### src/quad_conv_defines.vh
// Constants shared by the quad converter readout logic.
// Functional notes
// - Sampling starts on a rising edge of the convert strobe and conversion plus readout start on its next falling edge.
// - The conversion sequence advances only on serial clock edges supplied by the host.
// - In single-edge mode each falling serial clock edge presents the next result bit, most significant first.
// - In dual-edge mode both serial clock edges advance each lane by one bit, most significant first.
// - An echo clock follows the serial clock with the same delay as the data lanes.
// - When the echo disable input is high the echo clock is not driven.
// - The block resets on power-up or low supply and reinitialises once the supply is back.
// - Each channel result is 13 bits: the MSB is loaded at the strobe fall and the other bits take 12 shift edges in either mode.
// - Results are two's complement words.
`ifndef QUAD_CONV_DEFINES_VH
`define QUAD_CONV_DEFINES_VH
`define RES_BITS 13
`define RES_MSB 12
`define CNT_W 4
`define CNT_ZERO 4'h0
`define LAST_SHIFT 4'hB
`define LANES 4
`define FIFO_DEPTH 8
`define FIFO_AW 3
`define SETTLE_MS 10
`define CLK_KHZ 25000
`endif

### src/quad_conv.v
// Quad converter readout logic with sample FIFO.
`timescale 1ns/1ps
`include "quad_conv_defines.vh"

module sample_fifo #(
  parameter WIDTH = 52,
  parameter DEPTH = 8,
  parameter AW = 3
) (
  input wire clk_i,
  input wire rst_n_i,
  input wire ce_i,
  input wire in_valid_i,
  output wire in_ready_o,
  input wire [WIDTH-1:0] in_data_i,
  output wire out_valid_o,
  input wire out_ready_i,
  output wire [WIDTH-1:0] out_data_o
);
  reg [WIDTH-1:0] mem_reg [0:DEPTH-1];
  reg [AW-1:0] wr_reg;
  reg [AW-1:0] rd_reg;
  reg [AW:0] cnt_reg;
  wire push;
  wire pop;
  assign in_ready_o = (cnt_reg != DEPTH[AW:0]);
  assign out_valid_o = (cnt_reg != {(AW+1){1'b0}});
  assign out_data_o = mem_reg[rd_reg];
  assign push = ce_i & in_valid_i & in_ready_o;
  assign pop = ce_i & out_valid_o & out_ready_i;
  always @(posedge clk_i) begin
    if (push) begin
      mem_reg[wr_reg] <= in_data_i;
    end
  end
  always @(posedge clk_i or negedge rst_n_i) begin
    if (!rst_n_i) begin
      wr_reg <= {AW{1'b0}};
      rd_reg <= {AW{1'b0}};
      cnt_reg <= {(AW+1){1'b0}};
    end else begin
      if (push) begin
        wr_reg <= (wr_reg == DEPTH[AW-1:0] - 1'b1) ? {AW{1'b0}} : wr_reg + 1'b1;
      end
      if (pop) begin
        rd_reg <= (rd_reg == DEPTH[AW-1:0] - 1'b1) ? {AW{1'b0}} : rd_reg + 1'b1;
      end
      if (push && !pop) begin
        cnt_reg <= cnt_reg + 1'b1;
      end else if (pop && !push) begin
        cnt_reg <= cnt_reg - 1'b1;
      end
    end
  end
endmodule

// ***************************************************
// One data lane: parallel load, then MSB-first shift.
// ***************************************************
module lane_shifter #(
  parameter WIDTH = 13
) (
  input wire clk_i,
  input wire rst_n_i,
  input wire ce_i,
  input wire load_i,
  input wire [WIDTH-1:0] load_data_i,
  input wire shift_i,
  output reg lane_o
);
  reg [WIDTH-1:0] sh_reg;
  // The lane pin is registered so that it moves on the same edge as the echo clock.
  always @(posedge clk_i or negedge rst_n_i) begin
    if (!rst_n_i) begin
      sh_reg <= {WIDTH{1'b0}};
      lane_o <= 1'b0;
    end else if (ce_i) begin
      if (load_i) begin
        sh_reg <= load_data_i;
        lane_o <= load_data_i[WIDTH-1];
      end else if (shift_i) begin
        sh_reg <= {sh_reg[WIDTH-2:0], 1'b0};
        lane_o <= sh_reg[WIDTH-2];
      end
    end
  end
endmodule

module quad_conv #(
  parameter SETTLE_CYCLES = `SETTLE_MS * `CLK_KHZ
) (
  input wire mclk_i,
  input wire arst_n_i,
  input wire ce_i,
  input wire convert_strobe_n_i,
  input wire serial_clock_i,
  input wire edge_rate_select_i,
  input wire echo_disable_i,
  input wire sample_valid_i,
  output wire sample_ready_o,
  input wire [`RES_MSB:0] ch1_code_i,
  input wire [`RES_MSB:0] ch2_code_i,
  input wire [`RES_MSB:0] ch3_code_i,
  input wire [`RES_MSB:0] ch4_code_i,
  output wire lane_one_out_o,
  output wire lane_two_out_o,
  output wire lane_three_out_o,
  output wire lane_four_out_o,
  output reg echo_clock_out_o,
  output reg echo_clock_oe_o,
  output reg busy_o,
  output reg settled_o
);
  // ***************************************************
  // Reset release and input synchronisers.
  // ***************************************************
  localparam ST_IDLE = 2'b00;
  localparam ST_SAMPLE = 2'b01;
  localparam ST_SHIFT = 2'b10;
  reg rst_s1_reg;
  reg rst_n_reg;
  reg [1:0] cnv_sync_reg;
  reg [1:0] sck_sync_reg;
  reg [1:0] mode_sync_reg;
  reg [1:0] dis_sync_reg;
  reg cnv_d_reg;
  reg sck_d_reg;
  reg [1:0] state_reg;
  reg [`CNT_W-1:0] bits_reg;
  reg [31:0] settle_reg;
  wire [`LANES*`RES_BITS-1:0] load_word;
  wire lane_load;
  wire lane_shift;
  wire [`LANES*`RES_BITS-1:0] fifo_out;
  wire fifo_valid;
  wire cnv_rise;
  wire cnv_fall;
  wire sck_rise;
  wire sck_fall;
  wire shift_edge;
  wire load;
  always @(posedge mclk_i or negedge arst_n_i) begin
    if (!arst_n_i) begin
      rst_s1_reg <= 1'b0;
      rst_n_reg <= 1'b0;
    end else begin
      rst_s1_reg <= 1'b1;
      rst_n_reg <= rst_s1_reg;
    end
  end
  always @(posedge mclk_i or negedge rst_n_reg) begin
    if (!rst_n_reg) begin
      // The strobe idles low, so the detector starts low to avoid a false edge after reset.
      cnv_sync_reg <= 2'b00;
      sck_sync_reg <= 2'b00;
      mode_sync_reg <= 2'b00;
      dis_sync_reg <= 2'b00;
      cnv_d_reg <= 1'b0;
      sck_d_reg <= 1'b0;
    end else if (ce_i) begin
      cnv_sync_reg <= {cnv_sync_reg[0], convert_strobe_n_i};
      sck_sync_reg <= {sck_sync_reg[0], serial_clock_i};
      mode_sync_reg <= {mode_sync_reg[0], edge_rate_select_i};
      dis_sync_reg <= {dis_sync_reg[0], echo_disable_i};
      cnv_d_reg <= cnv_sync_reg[1];
      sck_d_reg <= sck_sync_reg[1];
    end
  end
  assign cnv_rise = cnv_sync_reg[1] & ~cnv_d_reg;
  assign cnv_fall = ~cnv_sync_reg[1] & cnv_d_reg;
  assign sck_rise = sck_sync_reg[1] & ~sck_d_reg;
  assign sck_fall = ~sck_sync_reg[1] & sck_d_reg;
  assign shift_edge = sck_fall | (mode_sync_reg[1] & sck_rise);
  // ***************************************************
  // Sample buffer: one word holds all four channels.
  // ***************************************************
  assign load = ce_i & (state_reg == ST_SAMPLE) & cnv_fall & fifo_valid;
  sample_fifo #(
    .WIDTH(`LANES*`RES_BITS),
    .DEPTH(`FIFO_DEPTH),
    .AW(`FIFO_AW)
  ) u_fifo (
    .clk_i(mclk_i),
    .rst_n_i(rst_n_reg),
    .ce_i(ce_i),
    .in_valid_i(sample_valid_i),
    .in_ready_o(sample_ready_o),
    .in_data_i({ch1_code_i, ch2_code_i, ch3_code_i, ch4_code_i}),
    .out_valid_o(fifo_valid),
    .out_ready_i(load),
    .out_data_o(fifo_out)
  );
  // ***************************************************
  // Conversion sequence and lane shifters.
  // ***************************************************
  // An empty buffer loads zeros so that a strobe without data still reads out cleanly.
  assign load_word = fifo_valid ? fifo_out : {(`LANES*`RES_BITS){1'b0}};
  assign lane_load = (state_reg == ST_SAMPLE) & cnv_fall;
  // A strobe rise during readout aborts the frame, so it takes priority over a shift.
  assign lane_shift = (state_reg == ST_SHIFT) & ~cnv_rise & shift_edge;
  lane_shifter #(
    .WIDTH(`RES_BITS)
  ) u_lane1 (
    .clk_i(mclk_i),
    .rst_n_i(rst_n_reg),
    .ce_i(ce_i),
    .load_i(lane_load),
    .load_data_i(load_word[4*`RES_BITS-1:3*`RES_BITS]),
    .shift_i(lane_shift),
    .lane_o(lane_one_out_o)
  );
  lane_shifter #(
    .WIDTH(`RES_BITS)
  ) u_lane2 (
    .clk_i(mclk_i),
    .rst_n_i(rst_n_reg),
    .ce_i(ce_i),
    .load_i(lane_load),
    .load_data_i(load_word[3*`RES_BITS-1:2*`RES_BITS]),
    .shift_i(lane_shift),
    .lane_o(lane_two_out_o)
  );
  lane_shifter #(
    .WIDTH(`RES_BITS)
  ) u_lane3 (
    .clk_i(mclk_i),
    .rst_n_i(rst_n_reg),
    .ce_i(ce_i),
    .load_i(lane_load),
    .load_data_i(load_word[2*`RES_BITS-1:`RES_BITS]),
    .shift_i(lane_shift),
    .lane_o(lane_three_out_o)
  );
  lane_shifter #(
    .WIDTH(`RES_BITS)
  ) u_lane4 (
    .clk_i(mclk_i),
    .rst_n_i(rst_n_reg),
    .ce_i(ce_i),
    .load_i(lane_load),
    .load_data_i(load_word[`RES_BITS-1:0]),
    .shift_i(lane_shift),
    .lane_o(lane_four_out_o)
  );
  // The load presents the MSB, so the frame ends after twelve further shift edges.
  // Serial clock edges outside a frame are ignored.
  always @(posedge mclk_i or negedge rst_n_reg) begin
    if (!rst_n_reg) begin
      state_reg <= ST_IDLE;
      bits_reg <= `CNT_ZERO;
      busy_o <= 1'b0;
    end else if (ce_i) begin
      case (state_reg)
        ST_IDLE: begin
          if (cnv_rise) begin
            state_reg <= ST_SAMPLE;
          end
        end
        ST_SAMPLE: begin
          if (cnv_fall) begin
            bits_reg <= `CNT_ZERO;
            busy_o <= 1'b1;
            state_reg <= ST_SHIFT;
          end
        end
        ST_SHIFT: begin
          if (cnv_rise) begin
            busy_o <= 1'b0;
            state_reg <= ST_SAMPLE;
          end else if (shift_edge) begin
            bits_reg <= bits_reg + 1'b1;
            if (bits_reg == `LAST_SHIFT) begin
              busy_o <= 1'b0;
              state_reg <= ST_IDLE;
            end
          end
        end
        default: begin
          state_reg <= ST_IDLE;
        end
      endcase
    end
  end
  // ***************************************************
  // Echo clock and settling flag.
  // ***************************************************
  always @(posedge mclk_i or negedge rst_n_reg) begin
    if (!rst_n_reg) begin
      echo_clock_out_o <= 1'b0;
      echo_clock_oe_o <= 1'b0;
      settle_reg <= 32'h0000_0000;
      settled_o <= 1'b0;
    end else if (ce_i) begin
      // Taken from the same stage that times the lane shifts, so echo and data move together.
      echo_clock_out_o <= sck_sync_reg[1];
      echo_clock_oe_o <= ~dis_sync_reg[1];
      if (settle_reg == SETTLE_CYCLES - 1) begin
        settled_o <= 1'b1;
      end else begin
        settle_reg <= settle_reg + 32'h0000_0001;
      end
    end
  end
endmodule

### config.mk
export PLATFORM = sky130hd
export DESIGN_NAME = quad_conv
export DESIGN_NICKNAME = d
export VERILOG_FILES = /design/src/quad_conv.v
export VERILOG_INCLUDE_DIRS = /design/src
export SDC_FILE = /design/constraint.sdc
export NUM_CORES = 1
export LEC_CHECK = 0
export BUFFER_PORTS_ARGS = -buffer_cell sky130_fd_sc_hd__clkbuf_2
export CAP_MARGIN = 20
export CORE_ASPECT_RATIO = 0.5
export CORE_UTILIZATION = 24
export CTS_CLUSTER_SIZE = 28
export DETAILED_ROUTE_END_ITERATION = 10
export SYNTH_ARGS = -nofsm -noshare
export SYNTH_HDL_FRONTEND = slang
export SYNTH_SLANG_ARGS = --single-unit
### constraint.sdc
create_clock -name mclk_i -period 8.4 [get_ports mclk_i]
set_clock_uncertainty 0.05 [all_clocks]
set_input_delay 1.68 -clock mclk_i [delete_from_list [all_inputs] [get_ports mclk_i]]
set_output_delay 1.68 -clock mclk_i [all_outputs]
set_load 0.05 [all_outputs]
==> impl_metrics.py, run 1 <==
metrics = {
    "yosys": {
        "synth_area_leader_cell": "edfxtp_1",
        "synth-warning-count": 0,
        "synth_edf_count": 416,
        "async_flop_share_pct": 21.7,
        "synth_area_leaders": "edfxtp_1 (61%), dfrtp_1 (14%), mux4_2 (11%), mux2i_1 (2.5%), a22oi_1 (1.8%)",
        "ys_seq_area_share_pct": 74.8,
        "synth_top_flop_cell": "edfxtp_1",
        "postSynthCellCount": 1053,
        "syn_nets": 1123,
        "synth_top_area_share_pct": 60.8,
        "synth-seq-cells": 531,
        "syn_area_mm2": 0.0206,
        "avgSynthCellArea_um2": 19.5,
        "ys_types": 49,
    },
    "die": {
        "design.die.area_mm2": 0.0869,
        "die_h_um": 209,
        "rows": 75,
        "ios": 69,
        "die_w_um": 416,
        "core_area_mm2": 0.0843,
        "start_util_pct": 24.4,
    },
    "power": {
        "clkPwrFrac_pct": 35.1,
        "internal-power_mw": 5.26,
        "ir_drop_mv": 0.157,
        "seqPwrFrac_pct": 48.3,
        "powerDensity_mw_per_mm2": 295,
        "pwr-share-comb_pct": 16.6,
        "power_mw": 7.12,
        "p_switching_mw": 1.86,
        "p_leak_nw": 8.09,
        "switching_share_pct": 26.1,
    },
    "clocking": {
        "post_cts_buffers": 0,
        "root_buffer": "clkbuf_16",
        "ctsHoldBuffers": 0,
        "post_cts_resized": 0,
        "cts.sinks": 531,
        "clk_pin_slew_ns": 0.06,
        "h-tree-depth": 2,
        "cts_buffer_depth": 3,
        "clock_latency_ns": 0.61,
        "cts_buffers": 54,
        "cts_tree": "done",
    },
    "timing": {
        "worst_slew_pin_slew_ns": 0.996,
        "rsz0062_at_grt": "no",
        "fin_crit_ns": 4.04,
        "max_freq_mhz": 247,
        "fin_tns_setup_ns": 0,
        "fin_crit_sh_pct": 48.1,
        "hold_viol": 0,
        "setup_viol": 0,
        "slew_headroom_pct": 33.6,
        "slew_viol_final": 0,
    },
    "setup_path": {
        "crit_type": "input port to flip-flop",
        "crit_path_max_fanout": 57,
        "start_kind": "input port",
        "r2r_cells": 11,
        "arrival_ns": 4.48,
        "r2r-start": "u_fifo.cnt_reg[0]$_DFFE_PN0P_",
        "reg2reg_slack_ns": 5.27,
        "crit_required_ns": 8.83,
        "cp-end-kind": "flip-flop",
        "rr_endpoint": "u_fifo.cnt_reg[3]$_DFFE_PN0P_",
    },
    "global_route": {
        "grt_pass1_vias": 10200,
        "grt_pass1_wl_um": 61800,
        "antenna_found_initial": 2,
        "grt_start_max_net_pins": 74,
        "grt-ovfl-total": 0,
        "grt_usage_pct": 9.20,
    },
    "route": {
        "antenna_left": 0,
        "drt-initial-drc-count": 587,
        "routedWlPerCell_um": 17.4,
        "drc": 0,
        "viasPerCell": 4.23,
        "drt_pass1_iterations": 5,
        "wirelength_um": 40200,
        "vias": 9743,
    },
    "final_layout": {
        "multi_input_area_mm2": 0.00497,
        "n_fill_cell": 8301,
        "area_growth_pct": 17.5,
        "layout-drive-gt1-share_pct": 26.5,
        "final_nets": 1212,
        "num_antenna_cells": 0,
        "largest_reg_flops": 416,
        "regArea_mm2": 0.0154,
    },
    "placement": {
        "gp_congestion": 0.692,
        "io_buffers": 68,
        "dpl.hpwl_um": 21300,
    },
    "run": {
        "drv_cap": 0,
    },
    "run_status": {
        "status": "complete, no violations",
    },
    "hold_path": {
        "min-delay-path-class": "flip-flop to asynchronous set/reset pin",
    },
}
-- placed cells by master, fill, tap and decap left out, types with 11 or more instances in the layout --
cell type	count
inv_1	11
mux4_2	104
xnor2_1	24
clkbuf_16	54
nand3_1	14
a22oi_1	48
mux2i_1	52
clkbuf_1	13
buf_4	14
mux2_2	12
dfrtp_1	111
clkbuf_2	68
edfxtp_1	416
o21ai_0	54
nand2_1	38
-- how the worst max path moves through the flow --
| stage | start | endpoint | slack (ns) | depth (start not counted) |
|---|---|---|---|---|
| detailed placement | ce_i | u_fifo.cnt_reg[3]$_DFFE_PN0P_ | 3.68 | 12 |
| CTS | ce_i | u_fifo.cnt_reg[3]$_DFFE_PN0P_ | 4.32 | 12 |
| global route | ce_i | u_fifo.cnt_reg[3]$_DFFE_PN0P_ | 4.11 | 12 |
| global placement | ce_i | u_fifo.cnt_reg[3]$_DFFE_PN0P_ | 3.69 | 12 |
| finish | ce_i | u_fifo.cnt_reg[3]$_DFFE_PN0P_ | 4.36 | 12 |
| floorplan | ce_i | u_fifo.mem_reg[0][0]$_DFFE_PP_ | 2.21 | 4 |
-- final cells by class --
type,count,share of cell area [%]
Clock buffer,77,6.36
Clock inverter,24,1.49
Inverter,12,0.186
Multi-Input combinational cell,460,20.6
Sequential cell,531,63.7
Tap cell,1116,5.78
Timing Repair Buffer,83,1.93
-- power by group through the flow --
| stage | combinational [mW] | sequential, mW | clock, mW |
|---|---|---|---|
| final | 1.18 | 3.44 | 2.50 |
| after global routing | 1.30 | 3.48 | 2.67 |
| after CTS | 1.22 | 3.44 | 2.56 |
| after detailed placement | 1.22 | 3.50 | 0 |
| after global placement | 1.20 | 3.49 | 0 |
| after floorplan | 0.967 | 3.39 | 0 |
-- synthesized netlist by cell type, drive strengths merged, types with 10 or more instances --
master,instances
a22oi,48
buf,31
clkbuf,19
dfrtp,115
edfxtp,416
inv,12
mux2,12
mux2i,52
mux4,104
nand2,38
nand3,15
nor2,15
nor3,10
o21ai,64
xnor2,24
xor2,10
-- layer usage --
layer	track usage, %	vias up	share of wire, %
li1	-	4414	-
met1	11.4	5122	43
met2	16.3	148	52
met3	1.82	57	3.7
met4	2.44	2	1.9
met5	0	-	0.032
-- worst max-delay path, cell delays in order --
cell,delay (ns)
clkbuf_2,0.36
nand2_1,0.27
a21oi_2,0.08
inv_2,0.71
ha_1,0.32
inv_1,0.09
ha_1,0.28
a21o_1,0.17
a21oi_1,0.17
xnor2_1,0.14
nor2_1,0.06
xnor2_1,0.12
-- kinds of logic (layout without fill, tap and decap cells) --
kind of cell / Yosys count / after routing / share of synthesized area (%)
DFF: 531 / 531 / 74.8
xor gates and xnor gates: 34 / 34 / 1.45
AOI/OAI and AO/OA: 125 / 125 / 3.79
adders and majority gates: 10 / 10 / 0.645
and+or+nand+nor: 122 / 122 / 3.37
buffers and inverters: 62 / 196 / 1.39
other: 1 / 1 / 0.0182
muxes: 168 / 168 / 14.6
-- metrics by stage --
| stage | instance area, um^2 | cells | worst slack (ns) | hold WS, ns | util (%) |
|---|---|---|---|---|---|
| after global routing | 24200 | 2303 | 4.11 | 0.330 | 28.7 |
| after detailed placement | 22200 | 2201 | 3.68 | 0.288 | 26.4 |
| after floorplan | 20600 | 1053 | 2.21 | 0.281 | - |
| after global placement | 22200 | 2201 | 3.69 | 0.293 | 26.4 |
| final | 24200 | 2303 | 4.36 | 0.281 | 28.7 |
| after CTS | 24100 | 2302 | 4.32 | 0.302 | 28.6 |
No activity file was read; power rests on OpenSTA's default activity.
==> inputs of run 2 (changes only) <==
clock period = 3.8 ns   (was 8.4 ns; I/O delays follow)
==> run 2 against run 1 <==
Net effect: worst setup slack got worse by 3.2 ns; sequential power rose by 120%; utilization rose by 0.16 points; critical path type is now flip-flop to flip-flop; largest cell class unchanged; largest power group unchanged; first-iteration DRC count rose by 28%; non-clock buffer count rose by 14; via count rose by 2.0%; flip-flop and latch count did not move.
==> impl_metrics.py, run 2 (same netlist as run 1, synthesis figures left out) <==
metrics = {
    "run_status": {
        "status": "complete, no violations",
    },
    "timing": {
        "fin_crit_ns": 2.68,
        "slew_viol_final": 0,
        "worst_slew_pin_slew_ns": 0.759,
        "rsz0062_at_grt": "no",
        "max_freq_mhz": 372,
        "slew_headroom_pct": 49.4,
        "hold_viol": 0,
        "fin_crit_sh_pct": 70.7,
        "setup_viol": 0,
    },
    "global_route": {
        "grt_start_max_net_pins": 69,
        "grt_pass1_vias": 10500,
        "grt_pass1_wl_um": 64700,
        "grt_usage_pct": 9.64,
        "antenna_found_initial": 2,
        "grt-ovfl-total": 0,
    },
    "power": {
        "p_leak_nw": 8.13,
        "powerDensity_mw_per_mm2": 635,
        "ir_drop_mv": 0.329,
    },
    "setup_path": {
        "crit_chain": "nor3_1, nand2_1, nand3_1, inv_1, ha_1, inv_1, ha_1, a21o_1, a21oi_1, xnor2_1, nor2_1, xnor2_1",
        "reg2reg_slack_ns": 1.12,
        "cp-end-kind": "flip-flop",
        "crit_type": "flip-flop to flip-flop",
        "cpPeakStageDelay_ns": 0.43,
        "crit_path_max_fanout": 5,
        "start_kind": "flip-flop",
        "arrival_ns": 3.11,
        "crit_slowest_cell": "dfrtp_1",
        "crit_required_ns": 4.23,
    },
    "final_layout": {
        "mostFrequentLayoutCells": "edfxtp_1 (416), dfrtp_1 (111), mux4_2 (104)",
        "area_growth_pct": 18.2,
        "final_area_mm2": 0.0243,
        "final_core_util_pct": 28.8,
        "final_nets": 1225,
        "fin_cells": 2316,
        "layout-drive-gt1-share_pct": 26.4,
        "layout_commonest_cell": "edfxtp_1",
        "largest_reg_flops": 416,
    },
    "clocking": {
        "root_buffer": "clkbuf_16",
        "post_cts_buffers": 0,
        "clock_latency_ns": 0.59,
        "cts_buffer_depth": 3,
        "clk_pin_slew_ns": 0.06,
        "cts.sinks": 531,
        "ctsHoldBuffers": 1,
        "cts_tree": "done",
        "post_cts_resized": 0,
        "cts_buffers": 53,
        "h-tree-depth": 2,
    },
    "hold_path": {
        "min-delay-path-class": "flip-flop to flip-flop",
    },
    "route": {
        "antenna_left": 0,
        "routedWlPerCell_um": 18.0,
        "drt_pass1_iterations": 5,
        "vias": 9938,
        "drc": 0,
        "viasPerCell": 4.29,
        "drt-initial-drc-count": 751,
        "wirelength_um": 41800,
    },
    "die": {
        "ios": 69,
        "die_w_um": 416,
        "die_h_um": 209,
        "start_util_pct": 24.4,
        "rows": 75,
        "core_area_mm2": 0.0843,
        "design.die.area_mm2": 0.0869,
    },
    "placement": {
        "place_inst": 2214,
        "dpl.hpwl_um": 23400,
        "io_buffers": 68,
        "placed_area_mm2": 0.0226,
        "gp_congestion": 0.704,
    },
    "run": {
        "drv_cap": 0,
    },
}
[run 2: cell types whose count changed in the layout (fill, tap and decap cells not counted), moves of 2 or more]
cell        before  now
clkinvlp_4       4    1
clkinv_16        2    0
nor3_2           2    0
nor3_4           0    2
clkbuf_1        13   17
inv_16           0    2
buf_12           1   17
bufinv_16        7    2
clkinv_1         0    5
buf_4           14   10
[run 2: per-stage QoR]
stage	hold slack, ns	worst slack, ns	total power, mW	setup TNS, ns
2_1_floorplan	0.281	-0.269	9.62	-64.10
3_3_place_gp	0.287	1.01	10.5	0
3_5_place_dp	0.298	1.02	10.5	0
4_1_cts	0.302	1.11	15.6	0
5_1_grt	0.309	0.931	16.1	0
6_report	0.299	1.12	15.4	0
[run 2: where the power goes]
part / internal, mW / leakage, nW / switching, mW
clock network: 2.90 / 0.833 / 2.16
logic: 1.41 / 2.08 / 1.36
registers: 7.00 / 5.22 / 0.587
[run 2: worst paths after layout]
check / from / to / cells after the start
worst max-delay path: u_fifo.cnt_reg[1]$_DFFE_PN0P_ / u_fifo.cnt_reg[3]$_DFFE_PN0P_ / 12
worst min-delay path: rst_s1_reg$_DFF_PN0_ / rst_n_reg$_DFF_PN0_ / 0
worst max register to register: u_fifo.cnt_reg[1]$_DFFE_PN0P_ / u_fifo.cnt_reg[3]$_DFFE_PN0P_ / 12
worst min register to register: rst_s1_reg$_DFF_PN0_ / rst_n_reg$_DFF_PN0_ / 0
max in group asynchronous: rst_n_reg$_DFF_PN0_ / u_lane3.sh_reg[8]$_DFFE_PN0P_ / 1
min in group asynchronous: rst_n_reg$_DFF_PN0_ / u_fifo.cnt_reg[0]$_DFFE_PN0P_ / 0
[run 2: worst max-delay path, delay by kind of cell, from the launching register on]
family / cells / cell delay [ns]
buffers and inverters: 2 / 0.25
xor gates and xnor gates: 2 / 0.26
AOI/OAI and AO/OA: 2 / 0.35
adders and majority gates: 2 / 0.46
DFF: 1 / 0.43
and+or+nand+nor: 4 / 0.76
[run 2: area by class of cell]
type	instances	area (um^2)
timing repair buffer	97	793
sequential	531	15400
clock buffer	79	1510
antenna	1	2.50
clock inverter	20	176
multi-input combinational	460	4980
inverter	12	45.0
fill	8269	60000
tap	1116	1400
[run 2: routing by layer]
layer / vias up / routed length, um / GRT usage, % / part of all wire [%]
li1: 4453 / - / - / -
met1: 5268 / 18300 / 12.3 / 44
met2: 162 / 21200 / 16.8 / 51
met3: 55 / 1490 / 1.49 / 3.6
met4: 0 / 852 / 3.09 / 2.0
met5: - / 0 / 0 / 0
==> inputs of run 3 (changes only) <==
clock period = 2.35 ns   (was 3.8 ns; I/O delays follow)
==> run 3 against run 2 <==
Net effect: cell count grew 1.4%; design area grew 1.5%; critical path depth is the same; sequential share of layout area shrank 0.93 points; worst setup slack lost 0.99 ns; critical endpoint unchanged.
==> impl_metrics.py, run 3 (same netlist as run 1, synthesis figures left out) <==
metrics = {
    "run_status": {
        "status": "complete, no violations",
    },
    "clocking": {
        "cts.sinks": 531,
        "cts_buffers": 53,
        "cts_tree": "done",
        "h-tree-depth": 2,
        "clock_latency_ns": 0.60,
        "root_buffer": "clkbuf_16",
        "cts_buffer_depth": 3,
        "clk_pin_slew_ns": 0.06,
    },
    "placement": {
        "io_buffers": 68,
        "dpl.hpwl_um": 24400,
        "gp_congestion": 0.727,
        "placed_area_mm2": 0.0229,
        "post-place-ws_ns": -0.00489,
    },
    "final_layout": {
        "mostFrequentLayoutCells": "edfxtp_1 (416), dfrtp_1 (110), mux4_2 (104)",
        "layout_commonest_cell": "edfxtp_1",
        "largest_reg_flops": 416,
        "final_nets": 1256,
        "area_growth_pct": 19.9,
        "layout-drive-gt1-share_pct": 29.2,
        "final_area_mm2": 0.0247,
    },
    "route": {
        "wirelength_um": 42300,
        "drc": 0,
        "viasPerCell": 4.30,
        "drt-initial-drc-count": 675,
        "drt_pass1_iterations": 5,
        "antenna_left": 0,
        "routedWlPerCell_um": 18.0,
        "vias": 10100,
    },
    "timing": {
        "hold_slack_ns": 0.0783,
        "max_freq_mhz": 449,
        "worst_slew_pin_slew_ns": 0.701,
        "fin_crit_sh_pct": 94.8,
        "slew_headroom_pct": 53.3,
        "hold_viol": 0,
        "setup_viol": 0,
        "fin_crit_ns": 2.23,
        "slew_viol_final": 0,
        "final.setup.worst_slack_ns": 0.121,
    },
    "global_route": {
        "grt-ovfl-total": 0,
        "grt_pass1_wl_um": 65300,
        "grt_start_max_net_pins": 57,
        "grt_usage_pct": 9.76,
        "grt_pass1_vias": 10600,
        "antenna_found_initial": 4,
    },
    "die": {
        "ios": 69,
        "core_area_mm2": 0.0843,
        "die_w_um": 416,
        "rows": 75,
        "design.die.area_mm2": 0.0869,
        "die_h_um": 209,
        "start_util_pct": 24.4,
    },
    "setup_path": {
        "start_kind": "flip-flop",
        "reg2reg_slack_ns": 0.12,
        "crit_required_ns": 2.77,
        "crit_path_max_fanout": 4,
        "arrival_ns": 2.64,
        "crit_type": "flip-flop to flip-flop",
        "cp-end-kind": "flip-flop",
    },
    "power": {
        "ir_drop_mv": 0.496,
        "p_leak_nw": 8.33,
        "powerDensity_mw_per_mm2": 1020,
    },
    "hold_path": {
        "min-delay-path-class": "input port to flip-flop",
    },
    "run": {
        "drv_cap": 0,
    },
}
==> run 3: critical path: stages (launching register included) <==
cell and delay, ns:
dfrtp_1 0.39, and4bb_2 0.36, nand2_2 0.07, a21oi_2 0.14
inv_2 0.05, ha_2 0.19, inv_2 0.05, ha_1 0.22
a21o_1 0.17, a21oi_2 0.13, xnor2_1 0.12, nor2_1 0.06
xnor2_1 0.11
==> run 3: layer usage <==
layer / wire length (um) / track usage [%] / part of all wire, % / vias up
met5: 13 / 0 / 0.031 / -
met4: 911 / 3.27 / 2.2 / 2
met3: 1460 / 1.56 / 3.5 / 64
met2: 21400 / 16.7 / 51 / 158
met1: 18500 / 12.6 / 44 / 5358
li1: - / - / - / 4516
==> run 3: stage by stage <==
stage	TNS [ns]	instances	total power [mW]	util (%)
after floorplan	-153.96	1053	15.6	-
after global placement	-0.0147	2245	17.2	27.2
after detailed placement	-0.00489	2245	17.3	27.2
after CTS	0	2345	25.6	29.2
after global routing	-0.00117	2348	26.4	29.3
final	0	2348	25.2	29.3
==> run 3: area by class of cell <==
class | instances | area (um^2)
Fill cell | 8259 | 59600
Sequential cell | 531 | 15400
Multi-Input combinational cell | 460 | 5050
Clock buffer | 78 | 1490
Tap cell | 1116 | 1400
Timing Repair Buffer | 128 | 1070
Clock inverter | 21 | 214
Inverter | 12 | 47.5
Antenna cell | 2 | 5.00
==> run 3: worst paths after layout <==
path / end / from / cells past startpoint
worst max-delay path: u_fifo.cnt_reg[3]$_DFFE_PN0P_ / cnv_sync_reg[1]$_DFFE_PN0P_ / 12
worst min-delay path: dis_sync_reg[0]$_DFFE_PN0P_ / echo_disable_i / 2
worst max register to register: u_fifo.cnt_reg[3]$_DFFE_PN0P_ / cnv_sync_reg[1]$_DFFE_PN0P_ / 12
worst min register to register: sck_sync_reg[0]$_DFFE_PN0P_ / rst_n_reg$_DFF_PN0_ / 0
max in group asynchronous: settle_reg[23]$_DFFE_PN0P_ / rst_n_reg$_DFF_PN0_ / 1
min in group asynchronous: rst_n_reg$_DFF_PN0_ / arst_n_i / 2
==> run 3: what timing repair did <==
| action | 4_1_cts | 5_1_grt |
|---|---|---|
| hold buffers | 1 | 0 |
| pin swaps | 1 | 4 |
| setup endpoints to repair | 1 | 1 |
| gates cloned | 0 | 0 |
| setup buffers | 0 | 1 |
| gates resized for setup | 1 | 3 |
| endpoints found under the hold margin | 2 | 0 |
==> run 3: power breakdown <==
part           switching, mW  internal (mW)
clock network           3.49           4.74
logic                   2.38           2.46
registers              0.861           11.3
total                   6.73           18.5
